**src/rtl/ccp_pkg.sv**
```systemverilog
// constants and types shared by the capture/compare/pwm unit
package ccp_pkg;

    // register addresses on the plain register port
    localparam logic [3:0] ADDR_FIRST_CTRL = 4'h0;
    localparam logic [3:0] ADDR_FIRST_LOW = 4'h1;
    localparam logic [3:0] ADDR_FIRST_HIGH = 4'h2;
    localparam logic [3:0] ADDR_SECOND_CTRL = 4'h3;
    localparam logic [3:0] ADDR_SECOND_LOW = 4'h4;
    localparam logic [3:0] ADDR_SECOND_HIGH = 4'h5;
    localparam logic [3:0] ADDR_DEADBAND_RESTART = 4'h6;
    localparam logic [3:0] ADDR_SHUTDOWN_CONTROL = 4'h7;

    // module_control_reg field: mode in bits 2..0
    localparam int MODE_LSB = 0;
    localparam int MODE_MSB = 2;

    // pwm_deadband_restart fields
    localparam int RESTART_BIT = 7;
    localparam int DEADBAND_MSB = 6;
    localparam int DEADBAND_LSB = 0;

    // pwm_shutdown_control fields
    localparam int STATUS_BIT = 7;
    localparam int SOURCE_MSB = 6;
    localparam int SOURCE_LSB = 4;
    localparam int PAIR_AC_MSB = 3;
    localparam int PAIR_AC_LSB = 2;
    localparam int PAIR_BD_MSB = 1;
    localparam int PAIR_BD_LSB = 0;

    // values after reset
    localparam logic [7:0] CTRL_RESET = 8'h00;
    localparam logic [7:0] DATA_RESET = 8'h00;
    localparam logic [7:0] DEADBAND_RESTART_RESET = 8'h00;
    localparam logic [7:0] SHUTDOWN_CONTROL_RESET = 8'h00;
    localparam logic PIN_SELECT_RESET = 1'b1;

    // zero builds the small variant without dead-band count
    localparam logic HALF_BRIDGE_PRESENT = 1'b1;

    // one clk_i cycle is one instruction cycle (four oscillator periods)
    localparam int INSTR_CYCLE_CLOCKS = 1;

    // operating modes of one module
    typedef enum logic [2:0] {
        MODE_OFF = 3'b000,
        MODE_CAPTURE_RISE = 3'b001,
        MODE_CAPTURE_FALL = 3'b010,
        MODE_COMPARE_TOGGLE = 3'b011,
        MODE_COMPARE_SPECIAL = 3'b100,
        MODE_PWM_SINGLE = 3'b101,
        MODE_PWM_HALF = 3'b110
    } mode_t;

    // shutdown drive state of a pin pair
    localparam logic [1:0] SHUT_DRIVE_LOW = 2'b00;
    localparam logic [1:0] SHUT_DRIVE_HIGH = 2'b01;

endpackage

```
**src/rtl/ccp_unit.sv**
```systemverilog
// two capture/compare/pwm modules with enhanced pwm dead band and shutdown
//
// Summary of operation
// - capture/compare use first timer, pwm second timer
// - no capture while first timer counts asynchronously
// - pin select 1 primary pin, 0 alternate
// - compare special event resets the first timer
// - second module special event starts conversion
// - both pwms share second timer period match
// - data value is two readable writable bytes
// - dead band delays only inactive-to-active edges
// - delay is 7-bit count of instruction cycles
// - small variant has no dead-band count field
// - shutdown acts only in enhanced pwm modes
// - three source bits; none selected disables shutdown
// - shutdown forces pin pairs at once, unclocked
// - hardware sets status bit; holds shutdown states
// - auto restart clears status when causes clear
// - status set at period start holds whole period
// - outputs resume only at next period start
// - status writes ignored while cause active
//
// The implementer's own choices: strobed register access and the address map.
`timescale 1ns/1ps
module ccp_unit (
    input wire logic clk_i, // instruction-cycle clock
    input wire logic reset_i, // synchronous reset, active high
    input wire logic [3:0] reg_addr_i, // register address
    input wire logic [7:0] reg_wdata_i, // register write data
    input wire logic reg_wr_i, // write strobe
    input wire logic reg_rd_i, // read strobe
    output logic [7:0] reg_rdata_o, // read data, cycle after strobe
    input wire logic [15:0] first_timer_i, // first timer count
    input wire logic first_timer_async_i, // first timer async counter
    input wire logic [7:0] second_timer_i, // second timer count
    input wire logic second_timer_match_i, // second timer period match
    input wire logic second_module_pin_select_i, // strap, caught at reset
    input wire logic first_capture_pin_i, // first module capture pin
    input wire logic second_primary_pin_i, // primary pin input
    input wire logic second_alternate_pin_i, // alternate pin input
    input wire logic comparator1_i, // comparator 1 output
    input wire logic comparator2_i, // comparator 2 output
    input wire logic fault_input_n_i, // fault input, active low
    output logic first_timer_reset_o, // special event timer reset
    output logic adc_start_o, // conversion start pulse
    output logic primary_output_pin_o, // second module on primary pin
    output logic alternate_output_pin_o, // second module on alternate
    output logic pwm_out_a_o, // enhanced output a level
    output logic pwm_out_a_oe_n_o, // a driven while low
    output logic pwm_out_b_o, // enhanced output b level
    output logic pwm_out_b_oe_n_o, // b driven while low
    output logic pwm_out_c_o, // enhanced output c level
    output logic pwm_out_c_oe_n_o, // c driven while low
    output logic pwm_out_d_o, // enhanced output d level
    output logic pwm_out_d_oe_n_o // d driven while low
);

    // mode decoders used by both modules
    function automatic logic is_capture(input logic [2:0] m);
        is_capture = (m == ccp_pkg::MODE_CAPTURE_RISE) ||
                     (m == ccp_pkg::MODE_CAPTURE_FALL);
    endfunction

    function automatic logic is_compare(input logic [2:0] m);
        is_compare = (m == ccp_pkg::MODE_COMPARE_TOGGLE) ||
                     (m == ccp_pkg::MODE_COMPARE_SPECIAL);
    endfunction

    function automatic logic is_pwm(input logic [2:0] m);
        is_pwm = (m == ccp_pkg::MODE_PWM_SINGLE) ||
                 (m == ccp_pkg::MODE_PWM_HALF);
    endfunction

    logic [7:0] ctrl [2]; // module_control_reg per module
    logic [7:0] data_low [2]; // module_data_low_byte
    logic [7:0] data_high [2]; // module_data_high_byte
    logic [7:0] duty_act [2]; // duty latched at period start
    logic [2:0] mode [2]; // mode field per module
    logic capture_evt [2]; // capture edge seen
    logic compare_hit [2]; // first timer equals data value
    logic cmp_out [2]; // compare output level
    logic pwm_level [2]; // undelayed pwm level
    logic restart_en; // auto_restart_enable
    logic [6:0] deadband_count; // delay in instruction cycles
    logic status; // shutdown_status
    logic [2:0] source_sel; // shutdown_source_select
    logic [1:0] pair_ac; // shutdown_state_pair_ac
    logic [1:0] pair_bd; // shutdown_state_pair_bd
    logic pin_sel; // second_module_pin_select as caught
    logic strap_taken; // strap caught since reset
    logic [5:0] sync1, sync2, sync3; // three-stage pin synchronisers
    logic [5:0] filt; // settled pin levels
    logic [5:0] filt_d; // settled levels one cycle ago
    logic enh_mode; // enhanced module in a pwm mode
    logic cause_f; // filtered shutdown cause
    logic cause_raw; // unclocked shutdown cause
    logic hold; // shutdown held until period start
    logic force_out; // pins take shutdown states
    logic [1:0] want; // wanted active level of a and b
    logic [1:0] act; // delayed active level of a and b
    logic [6:0] db_cnt [2]; // dead band counters
    logic [6:0] delay_eff; // delay applied to rising edges
    logic [3:0] pin_q; // registered pin levels a..d
    logic [3:0] pin_oe_n_q; // registered enables a..d
    logic wr_status; // software writes shutdown control

    assign mode[0] = ctrl[0][ccp_pkg::MODE_MSB:ccp_pkg::MODE_LSB];
    assign mode[1] = ctrl[1][ccp_pkg::MODE_MSB:ccp_pkg::MODE_LSB];

    // catch the pin-select strap one edge after reset release
    always_ff @(posedge clk_i) begin
        if (reset_i) begin
            pin_sel <= ccp_pkg::PIN_SELECT_RESET;
            strap_taken <= 1'b0;
        end else if (!strap_taken) begin
            pin_sel <= second_module_pin_select_i;
            strap_taken <= 1'b1;
        end
    end

    // pin synchronisers; a level counts once stages two and three agree
    always_ff @(posedge clk_i) begin
        if (reset_i) begin
            sync1 <= 6'h00;
            sync2 <= 6'h00;
            sync3 <= 6'h00;
            // match the cleared stages: no false edge, no fault after reset
            filt <= 6'h00;
            filt_d <= 6'h00;
        end else begin
            sync1 <= {~fault_input_n_i, comparator2_i, comparator1_i,
                      second_alternate_pin_i, second_primary_pin_i,
                      first_capture_pin_i};
            sync2 <= sync1;
            sync3 <= sync2;
            filt <= (sync2 & ~(sync2 ^ sync3)) | (filt & (sync2 ^ sync3));
            filt_d <= filt;
        end
    end

    // register writes; data bytes may be overwritten by capture
    always_ff @(posedge clk_i) begin
        if (reset_i) begin
            ctrl[0] <= ccp_pkg::CTRL_RESET;
            ctrl[1] <= ccp_pkg::CTRL_RESET;
            restart_en <= 1'b0;
            deadband_count <= 7'h00;
            source_sel <= 3'h0;
            pair_ac <= 2'h0;
            pair_bd <= 2'h0;
        end else if (reg_wr_i) begin
            case (reg_addr_i)
                ccp_pkg::ADDR_FIRST_CTRL: ctrl[0] <= reg_wdata_i;
                ccp_pkg::ADDR_SECOND_CTRL: begin
                    // half-bridge mode belongs to the enhanced module only
                    if (reg_wdata_i[2:0] != ccp_pkg::MODE_PWM_HALF) begin
                        ctrl[1] <= reg_wdata_i;
                    end
                end
                ccp_pkg::ADDR_DEADBAND_RESTART: begin
                    restart_en <= reg_wdata_i[ccp_pkg::RESTART_BIT];
                    if (ccp_pkg::HALF_BRIDGE_PRESENT) begin
                        deadband_count <= reg_wdata_i[6:0];
                    end
                end
                ccp_pkg::ADDR_SHUTDOWN_CONTROL: begin
                    source_sel <= reg_wdata_i[6:4];
                    pair_ac <= reg_wdata_i[3:2];
                    pair_bd <= reg_wdata_i[1:0];
                end
                default: ;
            endcase
        end
    end

    // per-module capture, compare and pwm machinery
    for (genvar i = 0; i < 2; i++) begin : g_mod
        logic lvl, lvl_d; // selected capture level now and before
        // second module listens on the pin that the strap selects
        assign lvl = (i == 0) ? filt[0] : (pin_sel ? filt[1] : filt[2]);
        assign lvl_d = (i == 0) ? filt_d[0] :
                       (pin_sel ? filt_d[1] : filt_d[2]);
        // capture only on a synchronously counting first timer
        assign capture_evt[i] = is_capture(mode[i]) &&
            !first_timer_async_i &&
            ((mode[i] == ccp_pkg::MODE_CAPTURE_RISE) ? (lvl && !lvl_d)
                                                     : (!lvl && lvl_d));
        assign compare_hit[i] = is_compare(mode[i]) &&
            (first_timer_i == {data_high[i], data_low[i]});
        assign pwm_level[i] = is_pwm(mode[i]) &&
            (second_timer_i < duty_act[i]);

        // data bytes: software writes, capture loads first timer
        always_ff @(posedge clk_i) begin
            if (reset_i) begin
                data_low[i] <= ccp_pkg::DATA_RESET;
                data_high[i] <= ccp_pkg::DATA_RESET;
            end else if (capture_evt[i]) begin
                data_low[i] <= first_timer_i[7:0];
                data_high[i] <= first_timer_i[15:8];
            end else if (reg_wr_i) begin
                if (reg_addr_i == 4'(3 * i + 1)) begin
                    data_low[i] <= reg_wdata_i;
                end
                if (reg_addr_i == 4'(3 * i + 2)) begin
                    data_high[i] <= reg_wdata_i;
                end
            end
        end

        // duty taken only on the shared period match
        always_ff @(posedge clk_i) begin
            if (reset_i) begin
                duty_act[i] <= 8'h00;
            end else if (second_timer_match_i) begin
                duty_act[i] <= data_low[i];
            end
        end

        // compare output toggles on each match in toggle mode
        always_ff @(posedge clk_i) begin
            if (reset_i) begin
                cmp_out[i] <= 1'b0;
            end else if (compare_hit[i] &&
                         mode[i] == ccp_pkg::MODE_COMPARE_TOGGLE) begin
                cmp_out[i] <= !cmp_out[i];
            end
        end
    end

    // special event: timer reset from either module, conversion from second
    always_ff @(posedge clk_i) begin
        if (reset_i) begin
            first_timer_reset_o <= 1'b0;
            adc_start_o <= 1'b0;
        end else begin
            first_timer_reset_o <=
                (compare_hit[0] && mode[0] == ccp_pkg::MODE_COMPARE_SPECIAL) ||
                (compare_hit[1] &&
                 mode[1] == ccp_pkg::MODE_COMPARE_SPECIAL);
            adc_start_o <= compare_hit[1] &&
                mode[1] == ccp_pkg::MODE_COMPARE_SPECIAL;
        end
    end

    // second module drives only the selected pin; direction is software's
    always_ff @(posedge clk_i) begin
        if (reset_i) begin
            primary_output_pin_o <= 1'b0;
            alternate_output_pin_o <= 1'b0;
        end else begin
            primary_output_pin_o <= pin_sel &&
                (cmp_out[1] || pwm_level[1]);
            alternate_output_pin_o <= !pin_sel &&
                (cmp_out[1] || pwm_level[1]);
        end
    end

    // shutdown causes; raw one reacts without a clock edge
    assign enh_mode = is_pwm(mode[0]);
    assign cause_f = enh_mode && |(source_sel & filt[5:3]);
    assign cause_raw = enh_mode && |(source_sel &
        {~fault_input_n_i, comparator2_i, comparator1_i});
    assign wr_status = reg_wr_i &&
        (reg_addr_i == ccp_pkg::ADDR_SHUTDOWN_CONTROL);

    // status bit: hardware set beats any clear
    always_ff @(posedge clk_i) begin
        if (reset_i) begin
            status <= 1'b0;
        end else if (cause_f) begin
            status <= 1'b1;
        end else if (restart_en && status) begin
            status <= 1'b0;
        end else if (wr_status) begin
            status <= reg_wdata_i[ccp_pkg::STATUS_BIT];
        end
    end

    // hold spans whole periods so a clear never resumes mid-period
    always_ff @(posedge clk_i) begin
        if (reset_i) begin
            hold <= 1'b0;
        end else if (cause_f || status) begin
            hold <= 1'b1;
        end else if (second_timer_match_i) begin
            hold <= 1'b0;
        end
    end

    assign force_out = enh_mode && (hold || status || cause_raw);

    // dead band only in half-bridge mode; zero count means no delay
    assign delay_eff = (mode[0] == ccp_pkg::MODE_PWM_HALF) ?
        deadband_count : 7'h00;
    assign want[0] = pwm_level[0];
    assign want[1] = (mode[0] == ccp_pkg::MODE_PWM_HALF) && !pwm_level[0];

    for (genvar j = 0; j < 2; j++) begin : g_db
        // falling edge passes at once, rising waits out the count
        always_ff @(posedge clk_i) begin
            if (reset_i) begin
                act[j] <= 1'b0;
                db_cnt[j] <= 7'h00;
            end else if (!want[j]) begin
                act[j] <= 1'b0;
                db_cnt[j] <= 7'h00;
            end else if (!act[j]) begin
                if (db_cnt[j] >= delay_eff) begin
                    act[j] <= 1'b1;
                end else begin
                    db_cnt[j] <= db_cnt[j] + 7'h01;
                end
            end
        end
    end

    // registered normal drive of the enhanced pins
    always_ff @(posedge clk_i) begin
        if (reset_i) begin
            pin_q <= 4'h0;
            pin_oe_n_q <= 4'hF;
        end else begin
            pin_q <= {1'b0, 1'b0, act[1], act[0] || cmp_out[0]};
            pin_oe_n_q <= enh_mode ? 4'h0 :
                {3'h7, !is_compare(mode[0])};
        end
    end

    // shutdown overrides the flops combinationally so it needs no edge;
    // a glitch on a source pin can therefore reach the pins
    always_comb begin
        pwm_out_a_o = pin_q[0];
        pwm_out_c_o = pin_q[2];
        pwm_out_b_o = pin_q[1];
        pwm_out_d_o = pin_q[3];
        pwm_out_a_oe_n_o = pin_oe_n_q[0];
        pwm_out_c_oe_n_o = pin_oe_n_q[2];
        pwm_out_b_oe_n_o = pin_oe_n_q[1];
        pwm_out_d_oe_n_o = pin_oe_n_q[3];
        if (force_out) begin
            pwm_out_a_o = (pair_ac == ccp_pkg::SHUT_DRIVE_HIGH);
            pwm_out_c_o = (pair_ac == ccp_pkg::SHUT_DRIVE_HIGH);
            pwm_out_b_o = (pair_bd == ccp_pkg::SHUT_DRIVE_HIGH);
            pwm_out_d_o = (pair_bd == ccp_pkg::SHUT_DRIVE_HIGH);
            pwm_out_a_oe_n_o = pair_ac[1];
            pwm_out_c_oe_n_o = pair_ac[1];
            pwm_out_b_oe_n_o = pair_bd[1];
            pwm_out_d_oe_n_o = pair_bd[1];
        end
    end

    // read data stands only in the cycle after the strobe
    always_ff @(posedge clk_i) begin
        if (reset_i || !reg_rd_i) begin
            reg_rdata_o <= 8'h00;
        end else begin
            case (reg_addr_i)
                ccp_pkg::ADDR_FIRST_CTRL: reg_rdata_o <= ctrl[0];
                ccp_pkg::ADDR_FIRST_LOW: reg_rdata_o <= data_low[0];
                ccp_pkg::ADDR_FIRST_HIGH: reg_rdata_o <= data_high[0];
                ccp_pkg::ADDR_SECOND_CTRL: reg_rdata_o <= ctrl[1];
                ccp_pkg::ADDR_SECOND_LOW: reg_rdata_o <= data_low[1];
                ccp_pkg::ADDR_SECOND_HIGH: reg_rdata_o <= data_high[1];
                ccp_pkg::ADDR_DEADBAND_RESTART:
                    reg_rdata_o <= {restart_en, deadband_count};
                ccp_pkg::ADDR_SHUTDOWN_CONTROL:
                    reg_rdata_o <= {status, source_sel, pair_ac, pair_bd};
                default: reg_rdata_o <= 8'h00;
            endcase
        end
    end
endmodule

```
**config.mk**
```make
export PLATFORM = sky130hd
export DESIGN_NAME = ccp_unit
export DESIGN_NICKNAME = d
export VERILOG_FILES = /design/src/rtl/ccp_pkg.sv /design/src/rtl/ccp_unit.sv
export SDC_FILE = /design/constraint.sdc
export NUM_CORES = 1
export LEC_CHECK = 0
export BUFFER_PORTS_ARGS = -buffer_cell sky130_fd_sc_hd__buf_2
export CAP_MARGIN = 20
export CORE_MARGIN = 1
export CORE_UTILIZATION = 50
export DETAILED_ROUTE_END_ITERATION = 10
export GPL_TIMING_DRIVEN = 1
export PLACE_DENSITY = 0.69
export REMOVE_ABC_BUFFERS = 1
export SLEW_MARGIN = 10
export SYNTH_ARGS = -nofsm -noshare
export SYNTH_HDL_FRONTEND = slang
export SYNTH_SLANG_ARGS = --single-unit
```
**constraint.sdc**
```tcl
create_clock -name clk_i -period 3.4 [get_ports clk_i]
set_input_delay 0.68 -clock clk_i [delete_from_list [all_inputs] [get_ports clk_i]]
set_output_delay 0.68 -clock clk_i [all_outputs]
set_load 0.01 [all_outputs]
```
After elaboration in Yosys (flattened, before gate mapping)
Memory sizes are Yosys's and may differ from the RTL's.
Index checks and enable logic that the tools add are counted.

word-level totals
  bits in read-only memories = 0
  bits in latches = 0
  bits of input ports = 49
  output and inout bits = 20
  word-level logic and storage cells = 250
  RAM bits = 80
  memories kept = 6
  register bits = 68

operators by class
  multipliers = 0
  reductions and logical operators = 57
  equal/unequal tests = 24
  shift operators = 0
  mux-type cells = 105
  divide/modulo/power cells = 0
  $add $sub $neg = 2
  bitwise operators = 28
  magnitude comparators = 4

memory list
  name       depth  width  read ports  clocked after Yosys merged registers in  wr ports  line             text
  ctrl       2      8      2           0                                        2         ccp_unit.sv:74   logic [7:0] ctrl [2];
  data_high  2      8      2           0                                        2         ccp_unit.sv:76   logic [7:0] data_high [2];
  data_low   2      8      2           0                                        2         ccp_unit.sv:75   logic [7:0] data_low [2];
  duty_act   2      8      2           0                                        2         ccp_unit.sv:77   logic [7:0] duty_act [2];
  db_cnt     2      7      2           0                                        2         ccp_unit.sv:101  logic [6:0] db_cnt [2];
  cmp_out    2      1      2           0                                        2         ccp_unit.sv:81   logic cmp_out [2];

operators by type and width
  operator                                             number
  two-way mux 8 bit                                    12
  two-way mux 1 bit                                    86
  one-hot mux 8 bit (8 select lines)                   1
  two-way mux 7 bit                                    5
  equality test 16 bit                                 2
  logical AND 1 bit                                    24
  equality test 3 bit, second input constant           6
  OR 1 bit                                             18
  equality test 4 x 3 -> 1 bit, second input constant  4
  less-than comparator 8 bit                           2
  adder 7 x 1 -> 7 bit, second input constant          2
  greater-or-equal comparator 7 bit                    2
  logical OR 1 bit                                     13
  bitwise AND 6 bit                                    2
  equality test 3 x 2 -> 1 bit, second input constant  4
  logical NOT 1 bit                                    11
  equality test 4 x 2 -> 1 bit, second input constant  2
  bitwise AND 3 bit                                    2
  equality test 3 x 1 -> 1 bit, second input constant  2
  inverter 6 bit                                       1
  OR 6 bit                                             1
  OR reduction 3 bit                                   2
  XOR 6 bit                                            1
  equality test 2 x 1 -> 1 bit, second input constant  2
  9 further kinds                                      13

Logic depth before layout (Yosys ltp)
Gate-level depths: netlist (run 1).

  depth in word-level cells = 10
  gate-level depth with buffers = 11
  mapped depth without buffers = 9

Worst setup path before layout (run 1)
OpenSTA, ideal clock, no wires.

  path kind = register to register
  start = memory ctrl[0][2]
  end = memory db_cnt[1][2] (data pin)
  path slack = 0.699 ns
  cell stages (with the launch flop) = 12
  arrival = 2.566 ns
  required time = 3.265 ns
  buffers on the path = 2
  clock period less this slack = 2.701 ns
  library setup time = 0.135 ns
  path through = edfxtp_1 -> buf_4 -> inv_2 -> nor3b_4 -> nand2_1 -> ha_1 -> a21o_1 -> a21o_1 -> a211o_1 -> or4b_1 -> buf_6 -> nor2_2

RTL lines
  what                line
  start: declaration  ccp_unit.sv:74
  end: declaration    ccp_unit.sv:101

==> results of run 1 <==
## routing by layer
metal	up-vias	global-route usage [%]	routed length, um
li1	2654	-	-
met1	2697	35.7	7760
met2	282	40.8	8540
met3	57	5.43	1440
met4	0	12.0	614
met5	-	0	0
## sequential cells by signal, summed over array words and instances (netlist names), 2 cells and up, named ones only
name / cells
ctrl: 16
pin_q: 2
sync2: 6
act: 2
cmp_out: 2
sync3: 6
sync1: 6
duty_act: 16
source_sel: 3
data_low: 16
pin_oe_n_q: 2
filt_d: 3
pair_bd: 2
deadband_count: 7
pair_ac: 2
reg_rdata_o: 8
db_cnt: 14
data_high: 16
## cells in the final DEF, fill, tap and decap left out, drive strengths merged, types with 20 or more instances in the layout
| cell type | Yosys | final |
|---|---|---|
| edfxtp | 80 | 80 |
| buf | 8 | 79 |
| dfxtp | 64 | 64 |
| nand2 | 62 | 62 |
| o21ai | 42 | 42 |
| nor2 | 41 | 41 |
| xnor2 | 39 | 39 |
| a21oi | 31 | 31 |
| ha | 30 | 30 |
| clkbuf | 27 | 29 |
| inv | 26 | 27 |
| nor2b | 26 | 26 |
| nand3 | 24 | 24 |
| and3 | 20 | 20 |
## power groups by stage
stage / registers (mW) / logic (mW) / clock network [mW]
after floorplan: 1.97 / 0.200 / 0
after global placement: 1.99 / 0.346 / 0
after detailed placement: 1.99 / 0.354 / 0
after CTS: 1.96 / 0.358 / 1.81
after global routing: 1.96 / 0.397 / 1.88
final: 1.96 / 0.361 / 1.79
## logic make-up (layout without fill, tap and decap cells)
logic type / count (synthesis) / after routing
flops: 144 / 144
fa+ha+maj: 30 / 30
simple gates: 251 / 251
mux: 18 / 18
buf+inv: 61 / 137
compound gates: 146 / 146
xor+xnor: 44 / 44
## area by class of cell
type | count | share of cell area, %
multi-input cells | 489 | 39.5
repair buffers | 79 | 5.09
well taps | 180 | 2.73
clock buffers | 29 | 6.74
flip-flops and latches | 144 | 44.6
clock inverters | 3 | 0.197
inverters | 26 | 1.18
## worst paths after layout
kind / slack (ps) / endpoint / start
worst max register to register: 280 / db_cnt[1][4] / ctrl[0][0]
worst min-delay path: 410 / sync1[5] / fault_input_n_i
worst max-delay path: 280 / db_cnt[1][4] / ctrl[0][0]
worst min register to register: 440 / sync2[0] / sync1[0]
## per-stage QoR
step	area (um2)	util [%]	power, mW	hold WS [ps]	setup slack [ps]
after floorplan	7040	-	2.17	414	566
after global placement	7680	55.1	2.34	419	433
final	8260	59.3	4.11	413	275
after global routing	8260	59.3	4.24	425	131
after detailed placement	7680	55.1	2.35	424	335
after CTS	8250	59.2	4.13	401	292
## worst max-delay path, delay by kind of cell, from the launching register on
family,cells,cell delay (ps)
fa+ha+maj,1,320
compound gates,3,630
flops,1,530
simple gates,4,1490
==> report_table.html, run 1 <==
<table>
<tr><th>Metric</th><th>Value</th></tr>
<tr><th colspan="2">Clocking</th></tr>
<tr><td>Insertion delay of the later-clocked pin in the worst-skew pair</td><td>430 ps</td></tr>
<tr><td>Post-cts hold buffer count</td><td>0</td></tr>
<tr><td># clock sinks</td><td>144</td></tr>
<tr><td>Post-CTS Resized</td><td>0</td></tr>
<tr><td>Post-CTS setup buffer count</td><td>0</td></tr>
<tr><td>CTS tree</td><td>yes</td></tr>
<tr><td>Total CTS buffers</td><td>17</td></tr>
<tr><td>Root buffer selected by CTS</td><td>clkbuf_16</td></tr>
<tr><td>Deepest level of the CTS H-tree</td><td>4</td></tr>
<tr><td>Maximum number of buffers from clock root to sink</td><td>2</td></tr>
<tr><td>Clock input transition at the sequential cells of the worst setup and hold paths</td><td>~60 ps</td></tr>
<tr><th colspan="2">Placed design</th></tr>
<tr><td>Global placer's final weighted congestion</td><td>between 0.9 and 1</td></tr>
<tr><td>I/O Buffers</td><td>68</td></tr>
<tr><td>Half-perimeter wire length after placement</td><td>around 13,000 um</td></tr>
<tr><td>Instance count after placement with tap cells included</td><td>917</td></tr>
<tr><th colspan="2">Detailed routing</th></tr>
<tr><td>Initial detailed-routing violation count</td><td>601</td></tr>
<tr><td>DR WL/cell</td><td>19.3 um</td></tr>
<tr><td>Remaining number of nets flagged by the antenna check after routing</td><td>0</td></tr>
<tr><td>Post-detailed-route via-to-cell ratio</td><td>5.99</td></tr>
<tr><td>Post-detailed-route DRC marker count</td><td>0</td></tr>
<tr><td>Drt pass-1 iters</td><td>5</td></tr>
<tr><td>Total detailed-routing wirelength</td><td>about 18,000 um</td></tr>
<tr><td>Via count</td><td>5,690</td></tr>
<tr><th colspan="2">STA</th></tr>
<tr><td>Accumulated negative setup slack</td><td>0 ps</td></tr>
<tr><td>Fin crit share</td><td>91.9%</td></tr>
<tr><td>Relative slew margins</td><td>between 30% and 40%</td></tr>
<tr><td>Number of max-slew violations in the final report</td><td>0</td></tr>
<tr><td>Post-layout minimum cycle time</td><td>3120 ps</td></tr>
<tr><td>Final Setup Violations</td><td>0</td></tr>
<tr><td>Fmax</td><td>320 MHz</td></tr>
<tr><td>Final hold vios</td><td>0</td></tr>
<tr><td>Slew at the pin with the worst max-slew slack</td><td>981 ps</td></tr>
<tr><td>Setup repair after global routing missed its margin</td><td>false</td></tr>
<tr><td>Final Skew</td><td>8.95 ps</td></tr>
<tr><th colspan="2">Synthesis</th></tr>
<tr><td>Post-synth top cells</td><td>80 x edfxtp_1, 64 x dfxtp_1, 62 x nand2_1</td></tr>
<tr><td>Sequential share of the synthesized area</td><td>51.3%</td></tr>
<tr><td>Number of cells produced by synthesis</td><td>694</td></tr>
<tr><td>Number of flops mapped to enable cells by yosys</td><td>80</td></tr>
<tr><td>Number of synthesized register bits</td><td>between 100 and 150</td></tr>
<tr><td>Dominant cells by area after synthesis</td><td>edfxtp_1 33%, dfxtp_1 18%, ha_1 5.2%</td></tr>
<tr><td>Post-synthesis compound-gate area fraction</td><td>about 13%</td></tr>
<tr><td>Yosys top cell area share</td><td>33.4%</td></tr>
<tr><td>Fraction of synthesized area in multiplexers</td><td>approximately 2.6%</td></tr>
<tr><td>Avg Inst Size Synth</td><td>about 10 um2</td></tr>
<tr><td>Post-synth cell types</td><td>60</td></tr>
<tr><td>Post-synth ARST share</td><td>0%</td></tr>
<tr><td>Netlist area before placement</td><td>just over 7000 um2</td></tr>
<tr><td>Cell type with the largest total area after synthesis</td><td>edfxtp_1</td></tr>
<tr><td>Xor and xnor fraction of the mapped netlist area</td><td>5.36%</td></tr>
<tr><td>Most numerous cell in the Yosys netlist</td><td>edfxtp_1</td></tr>
<tr><td>Post-synthesis simple-gate area fraction</td><td>18.7%</td></tr>
<tr><td>Most used flip-flop cell after synthesis</td><td>edfxtp_1</td></tr>
<tr><td>Count of yosys warnings during synthesis</td><td>0</td></tr>
<tr><td>Main combinational cell family by area after synthesis</td><td>simple AND/OR/NAND/NOR gates</td></tr>
<tr><td>Post-synthesis share of cell area spent on full adders, half adders and majority gates</td><td>5.22%</td></tr>
<tr><th colspan="2">Setup path</th></tr>
<tr><td>Most used cell, CP</td><td>a21o_1</td></tr>
<tr><td>Arrival @ worst endpoint</td><td>3400 ps</td></tr>
<tr><td>Delay of the slowest cell on the worst path</td><td>approximately 740 ps</td></tr>
<tr><td>Critical path cell sequence</td><td>nor3b_4 &gt; nand2_1 &gt; ha_1 &gt; a21o_1 &gt; a21o_1 &gt; a211o_1 &gt; or4b_1 &gt; nor2_2</td></tr>
<tr><td>Crit path max fanout</td><td>10</td></tr>
<tr><td>Endpoint required time on the critical path</td><td>approximately 3700 ps</td></tr>
<tr><td>Cell depth of the worst flop-to-flop path</td><td>8</td></tr>
<tr><td>Crit end category</td><td>flip-flop</td></tr>
<tr><td>Start-to-end type of the worst setup path</td><td>reg -&gt; reg</td></tr>
<tr><td>Kind of launch point of the worst setup path</td><td>flip-flop</td></tr>
<tr><td>Cell with the biggest individual delay on the critical path</td><td>or4b_1</td></tr>
<tr><th colspan="2">Finish</th></tr>
<tr><td>Final-stage net count</td><td>around 840</td></tr>
<tr><td>Fin cells</td><td>950</td></tr>
<tr><td>Filler cell count</td><td>1,192</td></tr>
<tr><td>Area taken by flip-flops and latches</td><td>3680 um2</td></tr>
<tr><td>Area growth, synth to finish</td><td>14.9%</td></tr>
<tr><td>Multi-input combinational cell area</td><td>3260 um2</td></tr>
<tr><td>Antenna diode count</td><td>0</td></tr>
<tr><td>Share of layout cells above drive strength 1</td><td>between 10% and 20%</td></tr>
<tr><th colspan="2">Floorplan</th></tr>
<tr><td>I/O pin cnt</td><td>69</td></tr>
<tr><td>Floorplan die area</td><td>14,900 um2</td></tr>
<tr><td>Area of the core</td><td>between 10,000 and 15,000 um2</td></tr>
<tr><td># rows</td><td>43</td></tr>
<tr><td>Initial Util</td><td>51.6%</td></tr>
<tr><td>Die Width</td><td>122 um</td></tr>
<tr><td>Die boundary height</td><td>122 um</td></tr>
<tr><th colspan="2">Global route</th></tr>
<tr><td>Largest net degree at the start of global routing</td><td>53</td></tr>
<tr><td>Wire length of the first global-routing pass</td><td>about 30,000 um</td></tr>
<tr><td>Overall fraction of global-route tracks in use</td><td>26.4%</td></tr>
<tr><td>Leftover overflow at the end of global routing</td><td>0</td></tr>
<tr><td>Vias in the first global route</td><td>between 5,000 and 6,000</td></tr>
<tr><td>Antenna violations before repair</td><td>0</td></tr>
<tr><th colspan="2">Worst hold path</th></tr>
<tr><td>Cells on Worst Hold Path</td><td>2</td></tr>
<tr><td>Type of the worst min-delay path</td><td>in -&gt; reg</td></tr>
<tr><th colspan="2">Pwr</th></tr>
<tr><td>Switching fraction of total power</td><td>around a quarter</td></tr>
<tr><td>Combinational share of power</td><td>approximately 9%</td></tr>
<tr><td>Portion of total power attributed to the clock network</td><td>a little over two fifths</td></tr>
<tr><td>Cell-internal power</td><td>3.15 mW</td></tr>
<tr><td>VDD IR-drop max</td><td>0.432 mV</td></tr>
<tr><td>Power density of the placed cells</td><td>498 nW/um2</td></tr>
<tr><td>Static Leakage</td><td>3.16 nW</td></tr>
<tr><td>Net switching component of the power</td><td>962 uW</td></tr>
<tr><td>Share of power burned in registers</td><td>47.6%</td></tr>
<tr><th colspan="2">Run</th></tr>
<tr><td>Number of max-cap violations</td><td>0</td></tr>
<tr><th colspan="2">Status</th></tr>
<tr><td>Status</td><td>finished clean</td></tr>
</table>
(Power assumes the default switching activity.)
==> run 2, diff against run 1 <==
==> constraint.sdc (replaced) <==
create_clock -name clk_i -period 3.3 [get_ports clk_i]
set_input_delay 0.66 -clock clk_i [delete_from_list [all_inputs] [get_ports clk_i]]
set_output_delay 0.66 -clock clk_i [all_outputs]
set_load 0.01 [all_outputs]
==> report_table.html, run 2 (synthesis results as in run 1) <==
<table>
<tr><th>Metric</th><th>Value</th></tr>
<tr><th colspan="2">Status</th></tr>
<tr><td>Status</td><td>finished clean</td></tr>
<tr><th colspan="2">Detailed routing</th></tr>
<tr><td>Post-detailed-route via-to-cell ratio</td><td>5.88 (-1.9%)</td></tr>
<tr><td>Met2 layer wire length in the routed design</td><td>8530 um (about the same)</td></tr>
<tr><td>Drt pass-1 iters</td><td>8 (+3)</td></tr>
<tr><td>Initial detailed-routing violation count</td><td>598 (-0.50%)</td></tr>
<tr><td>Met3 wire length</td><td>1290 um (-10%)</td></tr>
<tr><td>Remaining number of nets flagged by the antenna check after routing</td><td>0 (unchanged)</td></tr>
<tr><td>Highest routed layer</td><td>met4</td></tr>
<tr><td>Metal-1 WL</td><td>8120 um (+4.6%)</td></tr>
<tr><td>Post-detailed-route DRC marker count</td><td>0 (unchanged)</td></tr>
<tr><td>Via count</td><td>5,584 (-1.9%)</td></tr>
<tr><td>DR WL/cell</td><td>19.5 um (+0.90%)</td></tr>
<tr><td>Total detailed-routing wirelength</td><td>18,500 um (+0.90%)</td></tr>
<tr><th colspan="2">Clocking</th></tr>
<tr><td>Post-cts hold buffer count</td><td>0 (unchanged)</td></tr>
<tr><td>Deepest level of the CTS H-tree</td><td>4 (unchanged)</td></tr>
<tr><td>Insertion delay of the later-clocked pin in the worst-skew pair</td><td>420 ps (about the same)</td></tr>
<tr><td>Maximum number of buffers from clock root to sink</td><td>2 (unchanged)</td></tr>
<tr><td>Clock input transition at the sequential cells of the worst setup and hold paths</td><td>60 ps (about the same)</td></tr>
<tr><td># clock sinks</td><td>144 (unchanged)</td></tr>
<tr><td>Post-CTS Resized</td><td>0 (unchanged)</td></tr>
<tr><td>CTS tree</td><td>yes</td></tr>
<tr><td>Root buffer selected by CTS</td><td>clkbuf_16</td></tr>
<tr><td>Post-CTS setup buffer count</td><td>0 (unchanged)</td></tr>
<tr><td>Total CTS buffers</td><td>17 (unchanged)</td></tr>
<tr><th colspan="2">Setup path</th></tr>
<tr><td>Crit path max fanout</td><td>10 (unchanged)</td></tr>
<tr><td>Cell with the biggest individual delay on the critical path</td><td>or4b_1</td></tr>
<tr><td>Kind of launch point of the worst setup path</td><td>flip-flop</td></tr>
<tr><td>Critical path cell sequence</td><td>nor3b_4 &gt; nand2_1 &gt; ha_1 &gt; a21o_1 &gt; a21o_1 &gt; a211o_1 &gt; or4b_1 &gt; nor2_2</td></tr>
<tr><td>Endpoint required time on the critical path</td><td>3570 ps (-110 ps)</td></tr>
<tr><td>Cell type group with the largest total delay on the critical path</td><td>simple AND/OR/NAND/NOR gates</td></tr>
<tr><td>Most used cell, CP</td><td>a21o_1</td></tr>
<tr><td>Crit end category</td><td>flip-flop</td></tr>
<tr><td>Number of buffer and inverter stages on the critical path</td><td>0 (unchanged)</td></tr>
<tr><td>Start-to-end type of the worst setup path</td><td>reg -&gt; reg</td></tr>
<tr><td>Delay of the slowest cell on the worst path</td><td>740 ps (about the same)</td></tr>
<tr><td>Arrival @ worst endpoint</td><td>3410 ps (about the same)</td></tr>
<tr><th colspan="2">STA</th></tr>
<tr><td>Slack of the critical path</td><td>166 ps (-109 ps)</td></tr>
<tr><td>Relative slew margins</td><td>36.9% (+2.8 points)</td></tr>
<tr><td>Number of max-slew violations in the final report</td><td>0 (unchanged)</td></tr>
<tr><td>Accumulated negative setup slack</td><td>0 ps (unchanged)</td></tr>
<tr><td>Fmax</td><td>319 MHz (-0.30%)</td></tr>
<tr><td>Final Hold Slack</td><td>405 ps (-8.10 ps)</td></tr>
<tr><td>Slew at the pin with the worst max-slew slack</td><td>939 ps (-42.2 ps)</td></tr>
<tr><td>Final Setup Violations</td><td>0 (unchanged)</td></tr>
<tr><td>Fin crit share</td><td>95.0% (+3.1 points)</td></tr>
<tr><td>Final Skew</td><td>5.41 ps (-3.54 ps)</td></tr>
<tr><td>Setup repair after global routing missed its margin</td><td>false</td></tr>
<tr><td>Post-layout minimum cycle time</td><td>3130 ps (+9.39 ps)</td></tr>
<tr><td>Final hold vios</td><td>0 (unchanged)</td></tr>
<tr><th colspan="2">Pwr</th></tr>
<tr><td>Power density of the placed cells</td><td>518 nW/um2 (+3.9%)</td></tr>
<tr><td>Overall power consumption</td><td>4.29 mW (+4.3%)</td></tr>
<tr><td>Net switching component of the power</td><td>1.01 mW (+4.8%)</td></tr>
<tr><td>Portion of total power attributed to the clock network</td><td>44.3% (+0.7 points)</td></tr>
<tr><td>Switching fraction of total power</td><td>23.5% (+0.12 points)</td></tr>
<tr><td>Cell-internal power</td><td>3.28 mW (+4.1%)</td></tr>
<tr><td>Share of power burned in registers</td><td>47.0% (-0.6 points)</td></tr>
<tr><td>VDD IR-drop max</td><td>0.388 mV (-10%)</td></tr>
<tr><td>Static Leakage</td><td>3.19 nW (+0.67%)</td></tr>
<tr><td>Combinational share of power</td><td>8.7% (about the same)</td></tr>
<tr><th colspan="2">Floorplan</th></tr>
<tr><td>I/O pin cnt</td><td>69 (unchanged)</td></tr>
<tr><td>Floorplan die area</td><td>14,900 um2 (unchanged)</td></tr>
<tr><td>Initial Util</td><td>51.6% (unchanged)</td></tr>
<tr><td>Area of the core</td><td>13,900 um2 (unchanged)</td></tr>
<tr><td>Die boundary height</td><td>122 um (unchanged)</td></tr>
<tr><td># rows</td><td>43 (unchanged)</td></tr>
<tr><td>Die Width</td><td>122 um (unchanged)</td></tr>
<tr><th colspan="2">Finish</th></tr>
<tr><td>Final-stage net count</td><td>836 (unchanged)</td></tr>
<tr><td>Antenna diode count</td><td>0 (unchanged)</td></tr>
<tr><td>Share of layout cells above drive strength 1</td><td>16.2% (+0.52 points)</td></tr>
<tr><td>Most frequent standard cell in the layout excluding fill and tap cells</td><td>edfxtp_1</td></tr>
<tr><td>Most frequent cells in the layout</td><td>80 x edfxtp_1, 68 x buf_2, 64 x dfxtp_1</td></tr>
<tr><td>Final std cell area, no fill</td><td>8290 um2 (+0.33%)</td></tr>
<tr><td>Area growth, synth to finish</td><td>15.3%</td></tr>
<tr><th colspan="2">Global route</th></tr>
<tr><td>Vias in the first global route</td><td>5,398 (-1.0%)</td></tr>
<tr><td>Leftover overflow at the end of global routing</td><td>0 (unchanged)</td></tr>
<tr><td>Overall fraction of global-route tracks in use</td><td>26.6% (+0.19 points)</td></tr>
<tr><td>Largest net degree at the start of global routing</td><td>53 (unchanged)</td></tr>
<tr><td>Wire length of the first global-routing pass</td><td>29,500 um (+0.97%)</td></tr>
<tr><td>Antenna violations before repair</td><td>0 (unchanged)</td></tr>
<tr><th colspan="2">Placed design</th></tr>
<tr><td>I/O Buffers</td><td>68 (unchanged)</td></tr>
<tr><td>Setup slack at placement</td><td>207 ps (-128 ps)</td></tr>
<tr><td>Half-perimeter wire length after placement</td><td>13,400 um (+0.40%)</td></tr>
<tr><td>Global placer's final weighted congestion</td><td>0.934 (-0.61%)</td></tr>
<tr><td>Placed Area</td><td>7690 um2 (about the same)</td></tr>
<tr><th colspan="2">Worst hold path</th></tr>
<tr><td>Type of the worst min-delay path</td><td>in -&gt; reg</td></tr>
<tr><th colspan="2">Run</th></tr>
<tr><td>Number of max-cap violations</td><td>0 (unchanged)</td></tr>
</table>
## run 2: per-stage QoR
step,cells,util (%)
3_5_place_dp,918,55.2
3_3_place_gp,918,55.2
2_1_floorplan,659,-
4_1_cts,950,59.5
6_report,950,59.5
5_1_grt,950,59.5
## run 2: final cells by class
type / instances / area (um2)
clock buffers: 25 / 559
fillers: 1145 / 5650
clock inverters: 7 / 38.8
inverters: 26 / 97.6
repair buffers: 79 / 423
multi-input cells: 489 / 3260
well taps: 180 / 225
flip-flops and latches: 144 / 3680
## run 2: power groups by stage
stage / clock network, mW / logic [mW] / registers [mW]
global placement: 0 / 0.356 / 2.05
global route: 1.98 / 0.409 / 2.02
CTS: 1.91 / 0.370 / 2.02
detailed placement: 0 / 0.366 / 2.05
floorplan: 0 / 0.206 / 2.03
finish: 1.90 / 0.373 / 2.02
## run 2: worst paths after layout
kind	start	end	slack, ps	cells after the start
min	fault_input_n_i	sync1[5]	400	2
max	ctrl[0][0]	db_cnt[1][4]	170	8
min reg2reg	sync1[4]	sync2[4]	430	1
max reg2reg	ctrl[0][0]	db_cnt[1][4]	170	8
## run 2: routing by layer
layer	up-vias	track usage, %
li1	2651	-
met1	2629	36.9
met2	253	40.9
met3	51	4.92
met4	0	11.1
met5	-	0
